**src/rtl/tone_defines.svh**
```systemverilog
// Offsets, field positions, reset values and timing counts of the tone generator
`ifndef TONE_DEFINES_SVH
`define TONE_DEFINES_SVH

// Register byte offsets
`define TONE_CTRL_OFFSET       4'h0
`define TONE_PORTC_OFFSET      4'h4
`define TONE_STATUS_OFFSET     4'h8

// Reset values
`define TONE_CTRL_RESET        8'h00
`define TONE_PORTC_RESET       8'h00

// Control register fields
`define TONE_PERIOD_LSB        0
`define TONE_PERIOD_MSB        5
`define TONE_PRESC_LSB         6
`define TONE_PRESC_MSB         7

// Port C low configuration: buzzer function select bit
`define TONE_PORTC_BUZ_BIT     2

// Status register fields
`define TONE_STAT_EN_BIT       0
`define TONE_STAT_LEVEL_BIT    1
`define TONE_STAT_PIN_BIT      2
`define TONE_STAT_CNT_LSB      8
`define TONE_STAT_CNT_MSB      13

// Tone counter limits
`define TONE_CNT_MAX           6'h3f

// Default prescaler ratios for codes 00, 01, 10, 11
`define TONE_DIV_CODE0         4
`define TONE_DIV_CODE1         8
`define TONE_DIV_CODE2         16
`define TONE_DIV_CODE3         64

// Bus response codes
`define TONE_RESP_OKAY         2'b00
`define TONE_RESP_SLVERR       2'b10

`endif

```
**src/rtl/tone_pkg.sv**
```systemverilog
// Types shared by the tone generator modules
package tone_pkg;

	// Control register layout, msb first
	typedef struct packed {
		logic [1:0] presc_sel;
		logic [5:0] period;
	} tone_ctrl_t;

	// Register selected by a bus address
	typedef enum logic [1:0] {
		SEL_CTRL   = 2'b00,
		SEL_PORTC  = 2'b01,
		SEL_STATUS = 2'b10,
		SEL_NONE   = 2'b11
	} reg_sel_t;

	// Tone output activity
	typedef enum logic {
		TONE_OFF = 1'b0,
		TONE_RUN = 1'b1
	} tone_state_t;

endpackage : tone_pkg

```
**src/rtl/tone_prescaler.sv**
```systemverilog
// Clock divider that paces the tone counter
`timescale 1ns/1ps
`default_nettype none
`include "tone_defines.svh"

module tone_prescaler
	import tone_pkg::*;
#(
	parameter int DIV0 = `TONE_DIV_CODE0,
	parameter int DIV1 = `TONE_DIV_CODE1,
	parameter int DIV2 = `TONE_DIV_CODE2,
	parameter int DIV3 = `TONE_DIV_CODE3
) (
	input  wire logic       aclk,
	input  wire logic       aresetn,
	input  wire logic       clear,
	input  wire logic [1:0] sel,
	output logic            tick
);

	// Ratios must be powers of two that a 6-bit count can reach
	function automatic bit ratio_ok(input int r);
		ratio_ok = (r >= 1) && (r <= 64) && ((r & (r - 1)) == 0);
	endfunction : ratio_ok

	// Refused at elaboration, before any clock runs
	if (!ratio_ok(DIV0) || !ratio_ok(DIV1) || !ratio_ok(DIV2) || !ratio_ok(DIV3)) begin : g_bad_ratio
		$error("tone_prescaler: ratio not a power of two in 1..64");
	end

	localparam logic [5:0] LIM0 = 6'(DIV0 - 1);
	localparam logic [5:0] LIM1 = 6'(DIV1 - 1);
	localparam logic [5:0] LIM2 = 6'(DIV2 - 1);
	localparam logic [5:0] LIM3 = 6'(DIV3 - 1);

	logic [5:0] cnt_q;
	logic [5:0] cnt_d;
	logic [5:0] lim;

	// Ratio table, one entry per selection code
	assign lim   = (sel == 2'b00) ? LIM0 :
	               (sel == 2'b01) ? LIM1 :
	               (sel == 2'b10) ? LIM2 : LIM3; // RL10 RL7
	assign tick  = ~clear & (cnt_q >= lim);
	assign cnt_d = (clear || tick) ? 6'h00 : cnt_q + 6'h01;

	// Divider restarts with the tone so the first half period is full length
	always_ff @(posedge aclk) begin
		if (!aresetn) begin
			cnt_q <= 6'h00;
		end else begin
			cnt_q <= cnt_d;
		end
	end

endmodule : tone_prescaler

`default_nettype wire

```
**src/rtl/tone_square_wave_generator.sv**
```systemverilog
// Buzzer tone generator with AXI4-Lite register access
//
// Overview of operation
// (RL1) 6-bit up-counter behind a clock divider; control register holds divider and period.
// (RL2) Buzzer pin carries a square wave with equal high and low phases.
// (RL3) On enable the counter clears, the pin goes low, then counting starts.
// (RL4) Counter equal to period field: pin inverts and counter clears.
// (RL5) Counter also clears when it passes its 6-bit maximum.
// (RL6) Tone frequency is clock over two, over prescaler ratio, over period plus one.
// (RL7) Control bits 7-6 pick the prescaler; code 11 divides by 64.
// (RL8) Setting port C low config bit 2 gives the pin its buzzer function.
// (RL9) Returning the pin to input mode stops the tone drive.
// (RL10) Ratios for codes 00, 01, 10 come from a power-of-two parameter table.
//
// The implementer's own choices: the address map and the AXI4-Lite interface to the registers.
`timescale 1ns/1ps
`default_nettype none
`include "tone_defines.svh"

module tone_square_wave_generator
	import tone_pkg::*;
#(
	parameter int ADDR_W = 4,
	parameter int DIV0   = `TONE_DIV_CODE0,
	parameter int DIV1   = `TONE_DIV_CODE1,
	parameter int DIV2   = `TONE_DIV_CODE2,
	parameter int DIV3   = `TONE_DIV_CODE3
) (
	input  wire logic              aclk,
	input  wire logic              aresetn,
	input  wire logic              awvalid,
	output logic                   awready,
	input  wire logic [ADDR_W-1:0] awaddr,
	input  wire logic [2:0]        awprot,
	input  wire logic              wvalid,
	output logic                   wready,
	input  wire logic [31:0]       wdata,
	input  wire logic [3:0]        wstrb,
	output logic                   bvalid,
	input  wire logic              bready,
	output logic [1:0]             bresp,
	input  wire logic              arvalid,
	output logic                   arready,
	input  wire logic [ADDR_W-1:0] araddr,
	input  wire logic [2:0]        arprot,
	output logic                   rvalid,
	input  wire logic              rready,
	output logic [31:0]            rdata,
	output logic [1:0]             rresp,
	input  wire logic              buzzer_pin_in,
	output logic                   buzzer_pin_out,
	output logic                   buzzer_pin_oe
);

	if (ADDR_W < 4 || ADDR_W > 32) begin : g_bad_addr_w
		$error("tone_square_wave_generator: ADDR_W must be 4..32");
	end

	// Address decode shared by the read and write paths
	function automatic reg_sel_t reg_sel(input logic [ADDR_W-1:0] addr);
		logic [ADDR_W-1:0] word;
		word = addr & ~ADDR_W'(3);
		if (word == ADDR_W'(`TONE_CTRL_OFFSET)) begin
			reg_sel = SEL_CTRL;
		end else if (word == ADDR_W'(`TONE_PORTC_OFFSET)) begin
			reg_sel = SEL_PORTC;
		end else if (word == ADDR_W'(`TONE_STATUS_OFFSET)) begin
			reg_sel = SEL_STATUS;
		end else begin
			reg_sel = SEL_NONE;
		end
	endfunction : reg_sel

	// Write channel state
	logic              aw_held_q;
	logic              aw_held_d;
	logic [ADDR_W-1:0] awaddr_q;
	logic              w_held_q;
	logic              w_held_d;
	logic [31:0]       wdata_q;
	logic [3:0]        wstrb_q;
	logic              awready_q;
	logic              awready_d;
	logic              wready_q;
	logic              wready_d;
	logic              bvalid_q;
	logic              bvalid_d;
	logic [1:0]        bresp_q;

	// Read channel state
	logic              arready_q;
	logic              arready_d;
	logic              rvalid_q;
	logic              rvalid_d;
	logic [31:0]       rdata_q;
	logic [1:0]        rresp_q;

	// Registers
	tone_ctrl_t        ctrl_q;
	logic [7:0]        portc_q;

	// Tone core state
	tone_state_t       state_q;
	logic [5:0]        tcnt_q;
	logic [5:0]        tcnt_d;
	logic              level_q;
	logic              level_d;
	logic              out_q;
	logic              oe_q;
	logic              pin_meta_q;
	logic              pin_sync_q;

	// Write handshake decode
	wire               aw_take   = awvalid & awready_q;
	wire               w_take    = wvalid & wready_q;
	wire               aw_have   = aw_held_q | aw_take;
	wire               w_have    = w_held_q | w_take;
	wire               do_write  = aw_have & w_have & ~bvalid_q;
	wire [ADDR_W-1:0]  wr_addr   = aw_held_q ? awaddr_q : awaddr;
	wire [31:0]        wr_data   = w_held_q ? wdata_q : wdata;
	wire [3:0]         wr_strb   = w_held_q ? wstrb_q : wstrb;
	wire reg_sel_t     wr_sel    = reg_sel(wr_addr);
	wire               wr_low    = do_write & wr_strb[0];
	wire               wr_ctrl   = wr_low & (wr_sel == SEL_CTRL);
	wire               wr_portc  = wr_low & (wr_sel == SEL_PORTC);
	wire [1:0]         wr_resp   = (wr_sel == SEL_NONE) ? `TONE_RESP_SLVERR : `TONE_RESP_OKAY;

	assign aw_held_d = aw_have & ~do_write;
	assign w_held_d  = w_have & ~do_write;
	assign bvalid_d  = do_write | (bvalid_q & ~bready);
	assign awready_d = ~aw_held_d & ~bvalid_d;
	assign wready_d  = ~w_held_d & ~bvalid_d;

	// Read handshake decode
	wire               ar_take   = arvalid & arready_q;
	wire reg_sel_t     rd_sel    = reg_sel(araddr);
	wire [31:0]        status_w;
	wire [31:0]        rd_data;
	wire [1:0]         rd_resp   = (rd_sel == SEL_NONE) ? `TONE_RESP_SLVERR : `TONE_RESP_OKAY;

	assign rvalid_d  = ar_take | (rvalid_q & ~rready);
	assign arready_d = ~rvalid_d;

	// Status word: live tone state, counter and the pin as seen from outside
	assign status_w = {18'h00000,
	                   tcnt_q,
	                   5'h00,
	                   pin_sync_q,
	                   level_q,
	                   (state_q == TONE_RUN)};
	assign rd_data  = (rd_sel == SEL_CTRL)   ? {24'h000000, ctrl_q} :
	                  (rd_sel == SEL_PORTC)  ? {24'h000000, portc_q} :
	                  (rd_sel == SEL_STATUS) ? status_w : 32'h00000000;

	// Write address and data may arrive in either order; each is parked until paired
	always_ff @(posedge aclk) begin
		if (!aresetn) begin
			aw_held_q <= 1'b0;
			w_held_q  <= 1'b0;
			awaddr_q  <= '0;
			wdata_q   <= 32'h00000000;
			wstrb_q   <= 4'h0;
		end else begin
			aw_held_q <= aw_held_d;
			w_held_q  <= w_held_d;
			if (aw_take) begin
				awaddr_q <= awaddr;
			end
			if (w_take) begin
				wdata_q <= wdata;
				wstrb_q <= wstrb;
			end
		end
	end

	// Write response and ready flags, registered so outputs come from flops
	always_ff @(posedge aclk) begin
		if (!aresetn) begin
			awready_q <= 1'b0;
			wready_q  <= 1'b0;
			bvalid_q  <= 1'b0;
			bresp_q   <= `TONE_RESP_OKAY;
		end else begin
			awready_q <= awready_d;
			wready_q  <= wready_d;
			bvalid_q  <= bvalid_d;
			if (do_write) begin
				bresp_q <= wr_resp;
			end
		end
	end

	// Read path answers one cycle after the address is taken
	always_ff @(posedge aclk) begin
		if (!aresetn) begin
			arready_q <= 1'b0;
			rvalid_q  <= 1'b0;
			rdata_q   <= 32'h00000000;
			rresp_q   <= `TONE_RESP_OKAY;
		end else begin
			arready_q <= arready_d;
			rvalid_q  <= rvalid_d;
			if (ar_take) begin
				rdata_q <= rd_data;
				rresp_q <= rd_resp;
			end
		end
	end

	// Software-visible registers; only byte lane 0 carries bits
	always_ff @(posedge aclk) begin
		if (!aresetn) begin
			ctrl_q  <= tone_ctrl_t'(`TONE_CTRL_RESET);
			portc_q <= `TONE_PORTC_RESET;
		end else begin
			if (wr_ctrl) begin
				ctrl_q <= tone_ctrl_t'(wr_data[7:0]); // RL1
			end
			if (wr_portc) begin
				portc_q <= wr_data[7:0];
			end
		end
	end

	// Buzzer function select and start of a tone
	wire               buz_sel   = portc_q[`TONE_PORTC_BUZ_BIT]; // RL8 RL9
	wire               start     = buz_sel & (state_q == TONE_OFF); // RL3
	wire               tick;
	wire               match     = (tcnt_q == ctrl_q.period); // RL4
	wire               overflow  = (tcnt_q == `TONE_CNT_MAX);

	// Divider is held cleared while idle and at start, so each tone begins aligned
	tone_prescaler #(
		.DIV0 (DIV0),
		.DIV1 (DIV1),
		.DIV2 (DIV2),
		.DIV3 (DIV3)
	) u_prescaler (
		.aclk    (aclk),
		.aresetn (aresetn),
		.clear   (~buz_sel | start),
		.sel     (ctrl_q.presc_sel),
		.tick    (tick)
	); // RL6 RL7 RL10

	// Counter and level: toggling on match gives equal halves of period+1 ticks
	always_comb begin
		tcnt_d  = tcnt_q;
		level_d = level_q;
		if (!buz_sel || start) begin
			tcnt_d  = 6'h00; // RL3
			level_d = 1'b0; // RL3
		end else if (tick) begin
			if (match) begin
				tcnt_d  = 6'h00; // RL4
				level_d = ~level_q; // RL2 RL4 RL6
			end else if (overflow) begin
				tcnt_d  = 6'h00; // RL5
			end else begin
				tcnt_d  = tcnt_q + 6'h01; // RL1
			end
		end
	end

	// Tone core registers
	always_ff @(posedge aclk) begin
		if (!aresetn) begin
			state_q <= TONE_OFF;
			tcnt_q  <= 6'h00;
			level_q <= 1'b0;
		end else begin
			state_q <= buz_sel ? TONE_RUN : TONE_OFF; // RL8 RL9
			tcnt_q  <= tcnt_d;
			level_q <= level_d;
		end
	end

	// Pin drive: enable follows the buzzer function, level follows the core
	always_ff @(posedge aclk) begin
		if (!aresetn) begin
			out_q <= 1'b0;
			oe_q  <= 1'b0;
		end else begin
			out_q <= buz_sel & level_d; // RL2
			oe_q  <= buz_sel; // RL8 RL9
		end
	end

	// Pin level comes from outside the clock domain, two flops before use
	always_ff @(posedge aclk) begin
		if (!aresetn) begin
			pin_meta_q <= 1'b0;
			pin_sync_q <= 1'b0;
		end else begin
			pin_meta_q <= buzzer_pin_in;
			pin_sync_q <= pin_meta_q;
		end
	end

	// Protection bits carry no meaning here
	wire unused_prot = ^{awprot, arprot};

	assign awready        = awready_q;
	assign wready         = wready_q;
	assign bvalid         = bvalid_q;
	assign bresp          = bresp_q;
	assign arready        = arready_q;
	assign rvalid         = rvalid_q;
	assign rdata          = rdata_q;
	assign rresp          = rresp_q;
	assign buzzer_pin_out = out_q;
	assign buzzer_pin_oe  = oe_q;

endmodule : tone_square_wave_generator

`default_nettype wire

```
**config.mk**
```make
export PLATFORM = sky130hd
export DESIGN_NAME = tone_square_wave_generator
export DESIGN_NICKNAME = d
export VERILOG_FILES = /design/src/rtl/tone_pkg.sv /design/src/rtl/tone_prescaler.sv /design/src/rtl/tone_square_wave_generator.sv
export VERILOG_INCLUDE_DIRS = /design/src /design/src/rtl
export SDC_FILE = /design/constraint.sdc
export NUM_CORES = 1
export LEC_CHECK = 0
export BUFFER_PORTS_ARGS = -buffer_cell sky130_fd_sc_hd__buf_2
export CAP_MARGIN = 20
export CORE_MARGIN = 2
export CORE_UTILIZATION = 35
export DETAILED_ROUTE_END_ITERATION = 6
export GPL_ROUTABILITY_DRIVEN = 1
export PLACE_DENSITY_LB_ADDON = 0.05
export SLEW_MARGIN = 20
export SYNTH_ARGS = -nofsm -noshare
export SYNTH_HDL_FRONTEND = slang
export SYNTH_SLANG_ARGS = --single-unit
```
**constraint.sdc**
```tcl
create_clock -name aclk -period 6 [get_ports aclk]
set_clock_uncertainty 0.15 [all_clocks]
set_input_delay 0.6 -clock aclk [delete_from_list [all_inputs] [get_ports aclk]]
set_output_delay 0.6 -clock aclk [all_outputs]
set_load 0.1 [all_outputs]
```
Yosys cells after proc, flatten, opt, wreduce, memory -nomap -nowiden
Cells that the tools add are included.
{"block": "op_classes", "magnitude_cmp": 1, "reduce_logical": 10, "n_mux": 23, "n_addsub": 2, "bitwise": 35, "n_eq_ne": 13}
{"op": "two-way mux 14 bit", "count": 3}
{"op": "two-way mux 6 bit", "count": 5}
{"op": "AND 1 bit", "count": 17}
{"op": "NOT 1 bit", "count": 13}
{"op": "adder 6 x 1 -> 6 bit, second input constant", "count": 2}
{"op": "== test 2 bit, second input constant", "count": 6}
{"op": "two-way mux 2 bit", "count": 6}
{"op": "== test 2 x 1 -> 1 bit, second input constant", "count": 5}
{"op": "zero test 4 bit", "count": 2}
{"op": "two-way mux 8 bit", "count": 1}
{"op": "two-way mux 1 bit", "count": 7}
{"op": "== test 6 bit", "count": 1}
{"op": "== test 6 bit, second input constant", "count": 1}
{"op": ">= comparator 6 bit", "count": 1}
{"op": "zero test 2 bit", "count": 3}
{"op": "bitwise OR 1 bit", "count": 5}
{"op": "two-way mux 4 bit", "count": 1}
{"op": "OR reduction 2 bit", "count": 2}
{"op": "logical OR 1 bit", "count": 2}
{"op": "zero test 1 bit", "count": 1}
{"block": "totals", "out_inout_bits": 43, "input_bits": 58, "word_cells": 108, "register_bits": 90}

Longest topological paths before layout
Gate-level depths: netlist of the first run.
{"block": "logic_depth", "ltp_word": 9, "mapped_depth": 7, "ltp_nobuf": 7}

By module
Synthesis of the first run repeated with hierarchy kept, for this count alone.
{"block": "hier_totals", "hier_cells": 336, "hier_area_um2": 3179.3}
{"mod": "tone_square_wave_generator", "area_each_um2": 2842.7, "cells_per_inst": 300, "seq_area_each_um2": 1221.2, "n_inst": 1}
{"mod": "tone_prescaler", "area_each_um2": 336.6, "cells_per_inst": 36, "seq_area_each_um2": 120.1, "n_inst": 1}

Worst setup path before layout of the first run
No wires, ideal clock.
{"block": "synth_timing", "path_kind": "register -> register", "startpoint": "reg wready_q, in the netlist wready", "endpoint": "reg ctrl_q[0] (netlist bit)", "setup_ns": 0.117, "slack_ns": 3.670, "t_required_ns": 5.733, "synth_period_minus_slack_ns": 2.330, "t_arrival_ns": 2.063, "path_stages_with_launch": 6, "path_buffers": 0, "cell_sequence": "dfxtp_1 a21oi_1 nor3_2 nand3_2 mux2i_1 nor2b_1"}
{"block": "synth_between", "elab_chain_cells": 6}
{"item": "from (decl)", "line_no": "tone_square_wave_generator.sv:84", "text": "logic wready_q;"}
{"item": "from (signal assigned)", "line_no": "tone_square_wave_generator.sv:185", "text": "wready_q <= wready_d;"}
{"item": "AND 1 bit", "line_no": "tone_square_wave_generator.sv:115", "text": "wire w_take = wvalid & wready_q;"}
{"item": "bitwise OR 1 bit", "line_no": "tone_square_wave_generator.sv:117", "text": "wire w_have = w_held_q | w_take;"}
{"item": "AND 1 bit (2 in a row)", "line_no": "tone_square_wave_generator.sv:118", "text": "wire do_write = aw_have & w_have & ~bvalid_q;"}
{"item": "AND 1 bit", "line_no": "tone_square_wave_generator.sv:123", "text": "wire wr_low = do_write & wr_strb[0];"}
{"item": "AND 1 bit", "line_no": "tone_square_wave_generator.sv:124", "text": "wire wr_ctrl = wr_low & (wr_sel == SEL_CTRL);"}
{"item": "to (signal assigned)", "line_no": "tone_square_wave_generator.sv:213", "text": "ctrl_q <= tone_ctrl_t'(`TONE_CTRL_RESET);"}
{"item": "to (signal assigned)", "line_no": "tone_square_wave_generator.sv:217", "text": "ctrl_q <= tone_ctrl_t'(wr_data[7:0]);"}
{"item": "to (decl)", "line_no": "tone_square_wave_generator.sv:99", "text": "tone_ctrl_t ctrl_q;"}
No other way between the ends.
A chain may end at the register's enable or synchronous reset.

Final worst setup path of the first run
{"block": "layout_timing", "startpoint": "reg w_held_q", "endpoint": "reg portc_q[2]"}
{"block": "layout_between", "elab_chain_cells": 5, "elab_cells_between_ends": 7, "classes_between": "mux: 2; bitwise: 5"}
{"item": "from (decl)", "line_no": "tone_square_wave_generator.sv:78", "text": "logic w_held_q;"}
{"item": "from (signal assigned)", "line_no": "tone_square_wave_generator.sv:165", "text": "w_held_q <= w_held_d;"}
{"item": "bitwise OR 1 bit", "line_no": "tone_square_wave_generator.sv:117"}
{"item": "AND 1 bit (2 in a row)", "line_no": "tone_square_wave_generator.sv:118"}
{"item": "AND 1 bit", "line_no": "tone_square_wave_generator.sv:123"}
{"item": "AND 1 bit", "line_no": "tone_square_wave_generator.sv:125", "text": "wire wr_portc = wr_low & (wr_sel == SEL_PORTC);"}
{"item": "to (signal assigned)", "line_no": "tone_square_wave_generator.sv:214", "text": "portc_q <= `TONE_PORTC_RESET;"}
{"item": "to (signal assigned)", "line_no": "tone_square_wave_generator.sv:220", "text": "portc_q <= wr_data[7:0];"}
{"item": "to (decl)", "line_no": "tone_square_wave_generator.sv:100", "text": "logic [7:0] portc_q;"}
Several ways; a longest one is shown, not always the timed one.

==> flow_summary.json, run 1 <==
{
  "netlist_area_um2": 3142,
  "max-cap-violations": 0,
  "drt_iter0_drc": 75,
  "drc": 0,
  "yosysTopAreaCell": "dfxtp_1",
  "final_common_cell": "dfxtp_1",
  "path_delay_family": "simple AND/OR/NAND/NOR gates",
  "r2r_cells": 5,
  "fillers": 873,
  "clock-root-buffer": "clkbuf_8",
  "dieHeight_um": 98.75,
  "fin_nets": 436,
  "wl_per_cell_um": 13.63,
  "finalInstanceArea_um2": 3556,
  "drive_gt1_frac": 0.2261,
  "preCtsSetupSlack_ps": 3623,
  "place_area_um2": 3343,
  "final-setup-viol-count": 0,
  "die_area_um2": 9751,
  "p_leak_nw": 1.514,
  "fmax_mhz": 436.4,
  "hold_depth": 1,
  "hp-class": "reg2reg",
  "path_depth": 5,
  "cts.sinks": 67,
  "postSynthAreaPerCell_um2": 9.435,
  "critPathKind": "reg2reg",
  "cts_tree": "done",
  "ff2ff_setup_slack_ps": 3710,
  "grt_pass1_wl_um": 10840,
  "finalMaxSlewViolations": 0,
  "io_pins": 101,
  "min_period_ps": 2292,
  "cts-buffers-inserted": 9,
  "holdWs_ps": 287.8,
  "clk_pin_slew_ps": 70,
  "syn_inst": 333,
  "worstPathRequired_ps": 6080,
  "vdd_drop_max_uv": 94.35,
  "total_power_w": 0.001017,
  "hold_violations": 0,
  "power_density_nw_per_um2": 286.1,
  "post-route-period-util": 0.3819,
  "cts.repair.resized": 0,
  "yosys-top-cells-area": "dfxtp_1, mux2i_1, nor2b_1",
  "worst_setup_path_end_kind": "flip-flop",
  "clockBufferDepth": 2,
  "syn_to_final_growth_pct": 13.18,
  "tns_ps": 0,
  "synth_top_area_frac": 0.4269,
  "yosysWarnings": 0,
  "post_cts_buffers": 0,
  "diodes": 0,
  "mostFrequentLayoutCells": "dfxtp_1, buf_2, nand2_1, nor2b_1, a21oi_1",
  "grtUsageTotal": 0.1416,
  "grt_max_degree": 35,
  "grt_pass1_vias": 2190,
  "cp.arrival_ps": 2370,
  "synth_cell_types": 47,
  "slowest_stage": "dfxtp_1",
  "synth_edf_count": 0,
  "antenna_found_initial": 0,
  "yosysSeqAreaShare": 0.4269,
  "rsz0062_at_grt": "false",
  "crit_chain": "a21oi_1 > nor3_2 > nand3b_1 > mux2i_1 > nor2b_1",
  "clkLatencyLatePin_ps": 340,
  "detail-route-antenna-nets": 0,
  "synth_seq_cells": 67,
  "htreeDepth": 3,
  "place.gp.congestion": 0.7499,
  "route.vias.total": 2330,
  "synth_flop_cell": "dfxtp_1",
  "die_x_um": 98.75,
  "setup_slack_ps": 3708,
  "crit_fanout": 11,
  "port_buffers": 43,
  "dr.pass1.iters": 5,
  "avgViaCountPerCell": 4.814,
  "core_area_um2": 8721,
  "startpoint_type": "flip-flop",
  "critPathMaxStageDelay_ps": 630,
  "worstMarginPinSlew_ps": 725.2,
  "slew_headroom": 0.5160,
  "outcome": "complete, no violations",
  "initial_core_util": 0.3603,
  "hold_buffers": 0,
  "crit_buf_inv": 0,
  "rows": 34,
  "synth-async-reset-ratio": 0,
  "overflow": 0,
  "routed_wl_um": 6598,
  "dp_hpwl_um": 4674
}
## cell families (layout without fill, tap and decap cells)
| kind of cell | count (synthesis) | after routing | synth area share |
|---|---|---|---|
| flops | 67 | 67 | 0.4269 |
| compound gates | 52 | 52 | 0.1063 |
| fa+ha+maj | 6 | 6 | 0.02389 |
| buf+inv | 39 | 63 | 0.07606 |
| simple gates | 124 | 124 | 0.2222 |
| xor+xnor | 10 | 10 | 0.03027 |
| mux | 34 | 34 | 0.1131 |
| other cells | 1 | 20 | 0.001194 |
## synthesized netlist by cell type (2+ instances only)
cell      number
o21ai_0        2
nor2_1        12
xnor2_1        3
dfxtp_1       67
or3_1          2
buf_2          2
nand2b_1       2
a211oi_1       4
clkbuf_1       9
nand3_1       12
and2_1         3
buf_4         20
and3_1         3
nor2_2         6
a21oi_1       27
mux2i_1       22
o22ai_1        2
a22oi_1       11
buf_6          2
mux2_2        12
nor3_1         6
nor2b_1       30
nand4_1        4
inv_1          5
xor2_1         6
nand2_1       33
ha_1           6
## sequential cells by signal, summed over array words and instances (netlist names), 2 cells and up
name and cells:
wdata_q 8, rdata 14, tcnt_q 6, portc_q 8, ctrl_q 8, awaddr_q 2
u_prescaler.cnt_q 6
## layer usage
layer  share of wire  global-route usage
met4           0.018             0.07271
met3           0.044             0.02695
met5               0                   0
met1            0.49              0.1893
met2            0.44              0.2178
## final timing paths
| path | from | end |
|---|---|---|
| worst min-delay path | pin_meta_q | pin_sync_q |
| worst max register to register | w_held_q | portc_q[2] |
| worst max-delay path | w_held_q | portc_q[2] |
| worst min register to register | pin_meta_q | pin_sync_q |
## metrics by stage
stage,util,instances
floorplan,-,352
global placement,0.3834,469
detailed placement,0.3834,469
CTS,0.4077,484
global route,0.4077,484
finish,0.4077,484
## final cells by class
type                    instances  area, um2  share of cell area
clock buffers                  14      182.7             0.05137
clock inverters                 1      30.03            0.008445
inverters                       5      18.77            0.005278
multi-input cells             246       1633              0.4592
flip-flops and latches         67       1341              0.3772
well taps                     108      135.1             0.03800
repair buffers                 43      215.2             0.06052
## where the power goes
group / internal, W / switching (W) / total [W] / leakage (nW)
combinational: 0.0000290 / 0.000121 / 0.000150 / 0.862
sequential: 0.000455 / 0.00000923 / 0.000465 / 0.543
clock: 0.000236 / 0.000167 / 0.000403 / 0.109
total: 0.000720 / 0.000297 / 0.00102 / 1.51
Note: power is estimated with default switching activity, not from simulation.
==> run 2: changes to the inputs <==
==> constraint.sdc (replaced) <==
create_clock -name aclk -period 2.1 [get_ports aclk]
set_clock_uncertainty 0.15 [all_clocks]
set_input_delay 0.21 -clock aclk [delete_from_list [all_inputs] [get_ports aclk]]
set_output_delay 0.21 -clock aclk [all_outputs]
set_load 0.1 [all_outputs]
==> run 2 against run 1 <==
  * Wire length is 5.1% higher
  * Via count up 3.4%
  * Sequential share of layout area decreased by 1.9 points
  * Non-clock buffer count rose by 25
  * Combinational power grew to 3.1 times the previous value
  * Worst setup slack got worse by 3500 ps
  * Fmax rose by 20%
  * Register-to-register slack got worse by 3500 ps
  * Critical path depth grew 2
  * Global-route usage is 1.0 points higher
  * Sequential power increased to 2.8 times the previous value
  * Die area unchanged
==> flow_summary.json, run 2 (synthesized netlist as in run 1, its figures left out) <==
{
  "outcome": "complete, no violations",
  "hold_depth": 3,
  "die_area_um2": 9751,
  "drive_gt1_frac": 0.2594,
  "detail-route-antenna-nets": 0,
  "worstPathRequired_ps": 2210,
  "clockBufferDepth": 2,
  "initial_core_util": 0.3603,
  "min_period_ps": 1910,
  "place.gp.congestion": 0.7767,
  "power_density_nw_per_um2": 738.1,
  "core_area_um2": 8721,
  "clk_pin_slew_ps": 70,
  "startpoint_type": "flip-flop",
  "min_to": "awaddr_q[2]",
  "cts_tree": "done",
  "rsz0062_at_grt": "false",
  "fillers": 856,
  "dr.pass1.iters": 4,
  "grtUsageTotal": 0.1520,
  "htreeDepth": 3,
  "finalMaxSlewViolations": 0,
  "grt_pass1_wl_um": 11730,
  "hold_violations": 0,
  "grt_max_degree": 26,
  "fin_nets": 461,
  "mostFrequentLayoutCells": "dfxtp_1, buf_2, nand2_1, nor2b_1, a21oi_1",
  "dp_hpwl_um": 4897,
  "grt_pass1_vias": 2324,
  "wl_per_cell_um": 13.63,
  "diodes": 0,
  "avgViaCountPerCell": 4.735,
  "final-setup-viol-count": 0,
  "route.vias.total": 2410,
  "critPathKind": "reg2reg",
  "timing.rr.end": "buzzer_pin_out",
  "worst_setup_path_end_kind": "flip-flop",
  "largest_register_ffs": 14,
  "crit_fanout": 3,
  "slew_headroom": 0.5263,
  "max-cap-violations": 0,
  "rows": 34,
  "hp-class": "in2reg",
  "clkLatencyLatePin_ps": 340,
  "routed_wl_um": 6936,
  "cp.arrival_ps": 2020,
  "r2r_cells": 7,
  "final_common_cell": "dfxtp_1",
  "dpl.cell_count": 481,
  "ff2ff_setup_slack_ps": 190,
  "p_leak_nw": 1.621,
  "port_buffers": 43,
  "worstHoldStart": "awvalid",
  "antenna_found_initial": 0,
  "worstMarginPinSlew_ps": 709.7,
  "clock-root-buffer": "clkbuf_8",
  "cts.sinks": 67,
  "vdd_drop_max_uv": 367.1,
  "seq_area_um2": 1348,
  "multiInputGateArea_um2": 1638,
  "drc": 0,
  "tns_ps": 0,
  "fmax_mhz": 523.6,
  "cts-buffers-inserted": 9,
  "drt_iter0_drc": 49,
  "die_x_um": 98.75,
  "post-route-period-util": 0.9094,
  "syn_to_final_growth_pct": 19.59,
  "post_cts_buffers": 0,
  "overflow": 0,
  "io_pins": 101,
  "post_layout_nonfiller_instances": 509,
  "r2r_start": "ctrl_q[7]",
  "dieHeight_um": 98.75
}
## run 2: changes by cell type in the layout (fill, tap and decap cells not counted), sizes merged
cell	change
buf	+12
bufinv	-1
clkbuf	-1
clkinv	+2
dlygate4sd3	+13
## run 2: timing repair
action | 4_1_cts | 5_1_grt
hold buffers | 13 | 0
endpoints found under the hold margin | 13 | 0
setup endpoints to repair | 0 | 5
resized for setup | 0 | 4
## run 2: critical path, cell delays in order, from the launching register on
cell,delay [ps]
dfxtp_1,350
nand2_1,100
ha_1,310
nand3_1,90
nor2_2,180
o311ai_4,120
or3_1,380
a21oi_1,160
## run 2: routing by layer
metal	up-vias	track usage	part of all wire
li1	1235	-	-
met1	1100	0.2063	0.48
met2	67	0.2365	0.46
met3	8	0.04397	0.050
met4	0	0.04215	0.0099
met5	-	0	0
## run 2: layout make-up
| cell class | instances | area share |
|---|---|---|
| Multi-Input combinational cell | 246 | 0.4359 |
| Sequential cell | 67 | 0.3586 |
| Clock buffer | 13 | 0.04496 |
| Timing Repair Buffer | 68 | 0.1169 |
| Tap cell | 108 | 0.03596 |
| Clock inverter | 2 | 0.002664 |
| Inverter | 5 | 0.004995 |
## run 2: metrics by stage
step / power (W) / hold WS [ps] / cell area, um2 / setup slack, ps / utilization
2_1_floorplan: 0.001750 / 184.5 / 3218 / 72.95 / -
3_3_place_gp: 0.001800 / 265.3 / 3438 / 110.1 / 0.3943
3_5_place_dp: 0.001801 / 269.0 / 3438 / 108.8 / 0.3943
4_1_cts: 0.002817 / 8.407 / 3747 / 60.78 / 0.4297
5_1_grt: 0.002894 / 41.55 / 3757 / 12.62 / 0.4308
6_report: 0.002773 / 20.78 / 3757 / 190.2 / 0.4308
## run 2: how the worst max path moves through the flow
stage                     startpoint  cells after the start  slack (ps)              to
after detailed placement   ctrl_q[6]                      7         110  buzzer_pin_out
after global routing       ctrl_q[7]                      8          10       tcnt_q[4]
final                      ctrl_q[7]                      7         190  buzzer_pin_out
after floorplan               bvalid                      5          70      portc_q[0]
after global placement     ctrl_q[6]                      7         110  buzzer_pin_out
after CTS                  ctrl_q[6]                      7          60  buzzer_pin_out
## run 2: where the power goes
group / internal, W / switching, W
combinational: 0.000106 / 0.000357
clock: 0.000516 / 0.000470
sequential: 0.00130 / 0.0000217
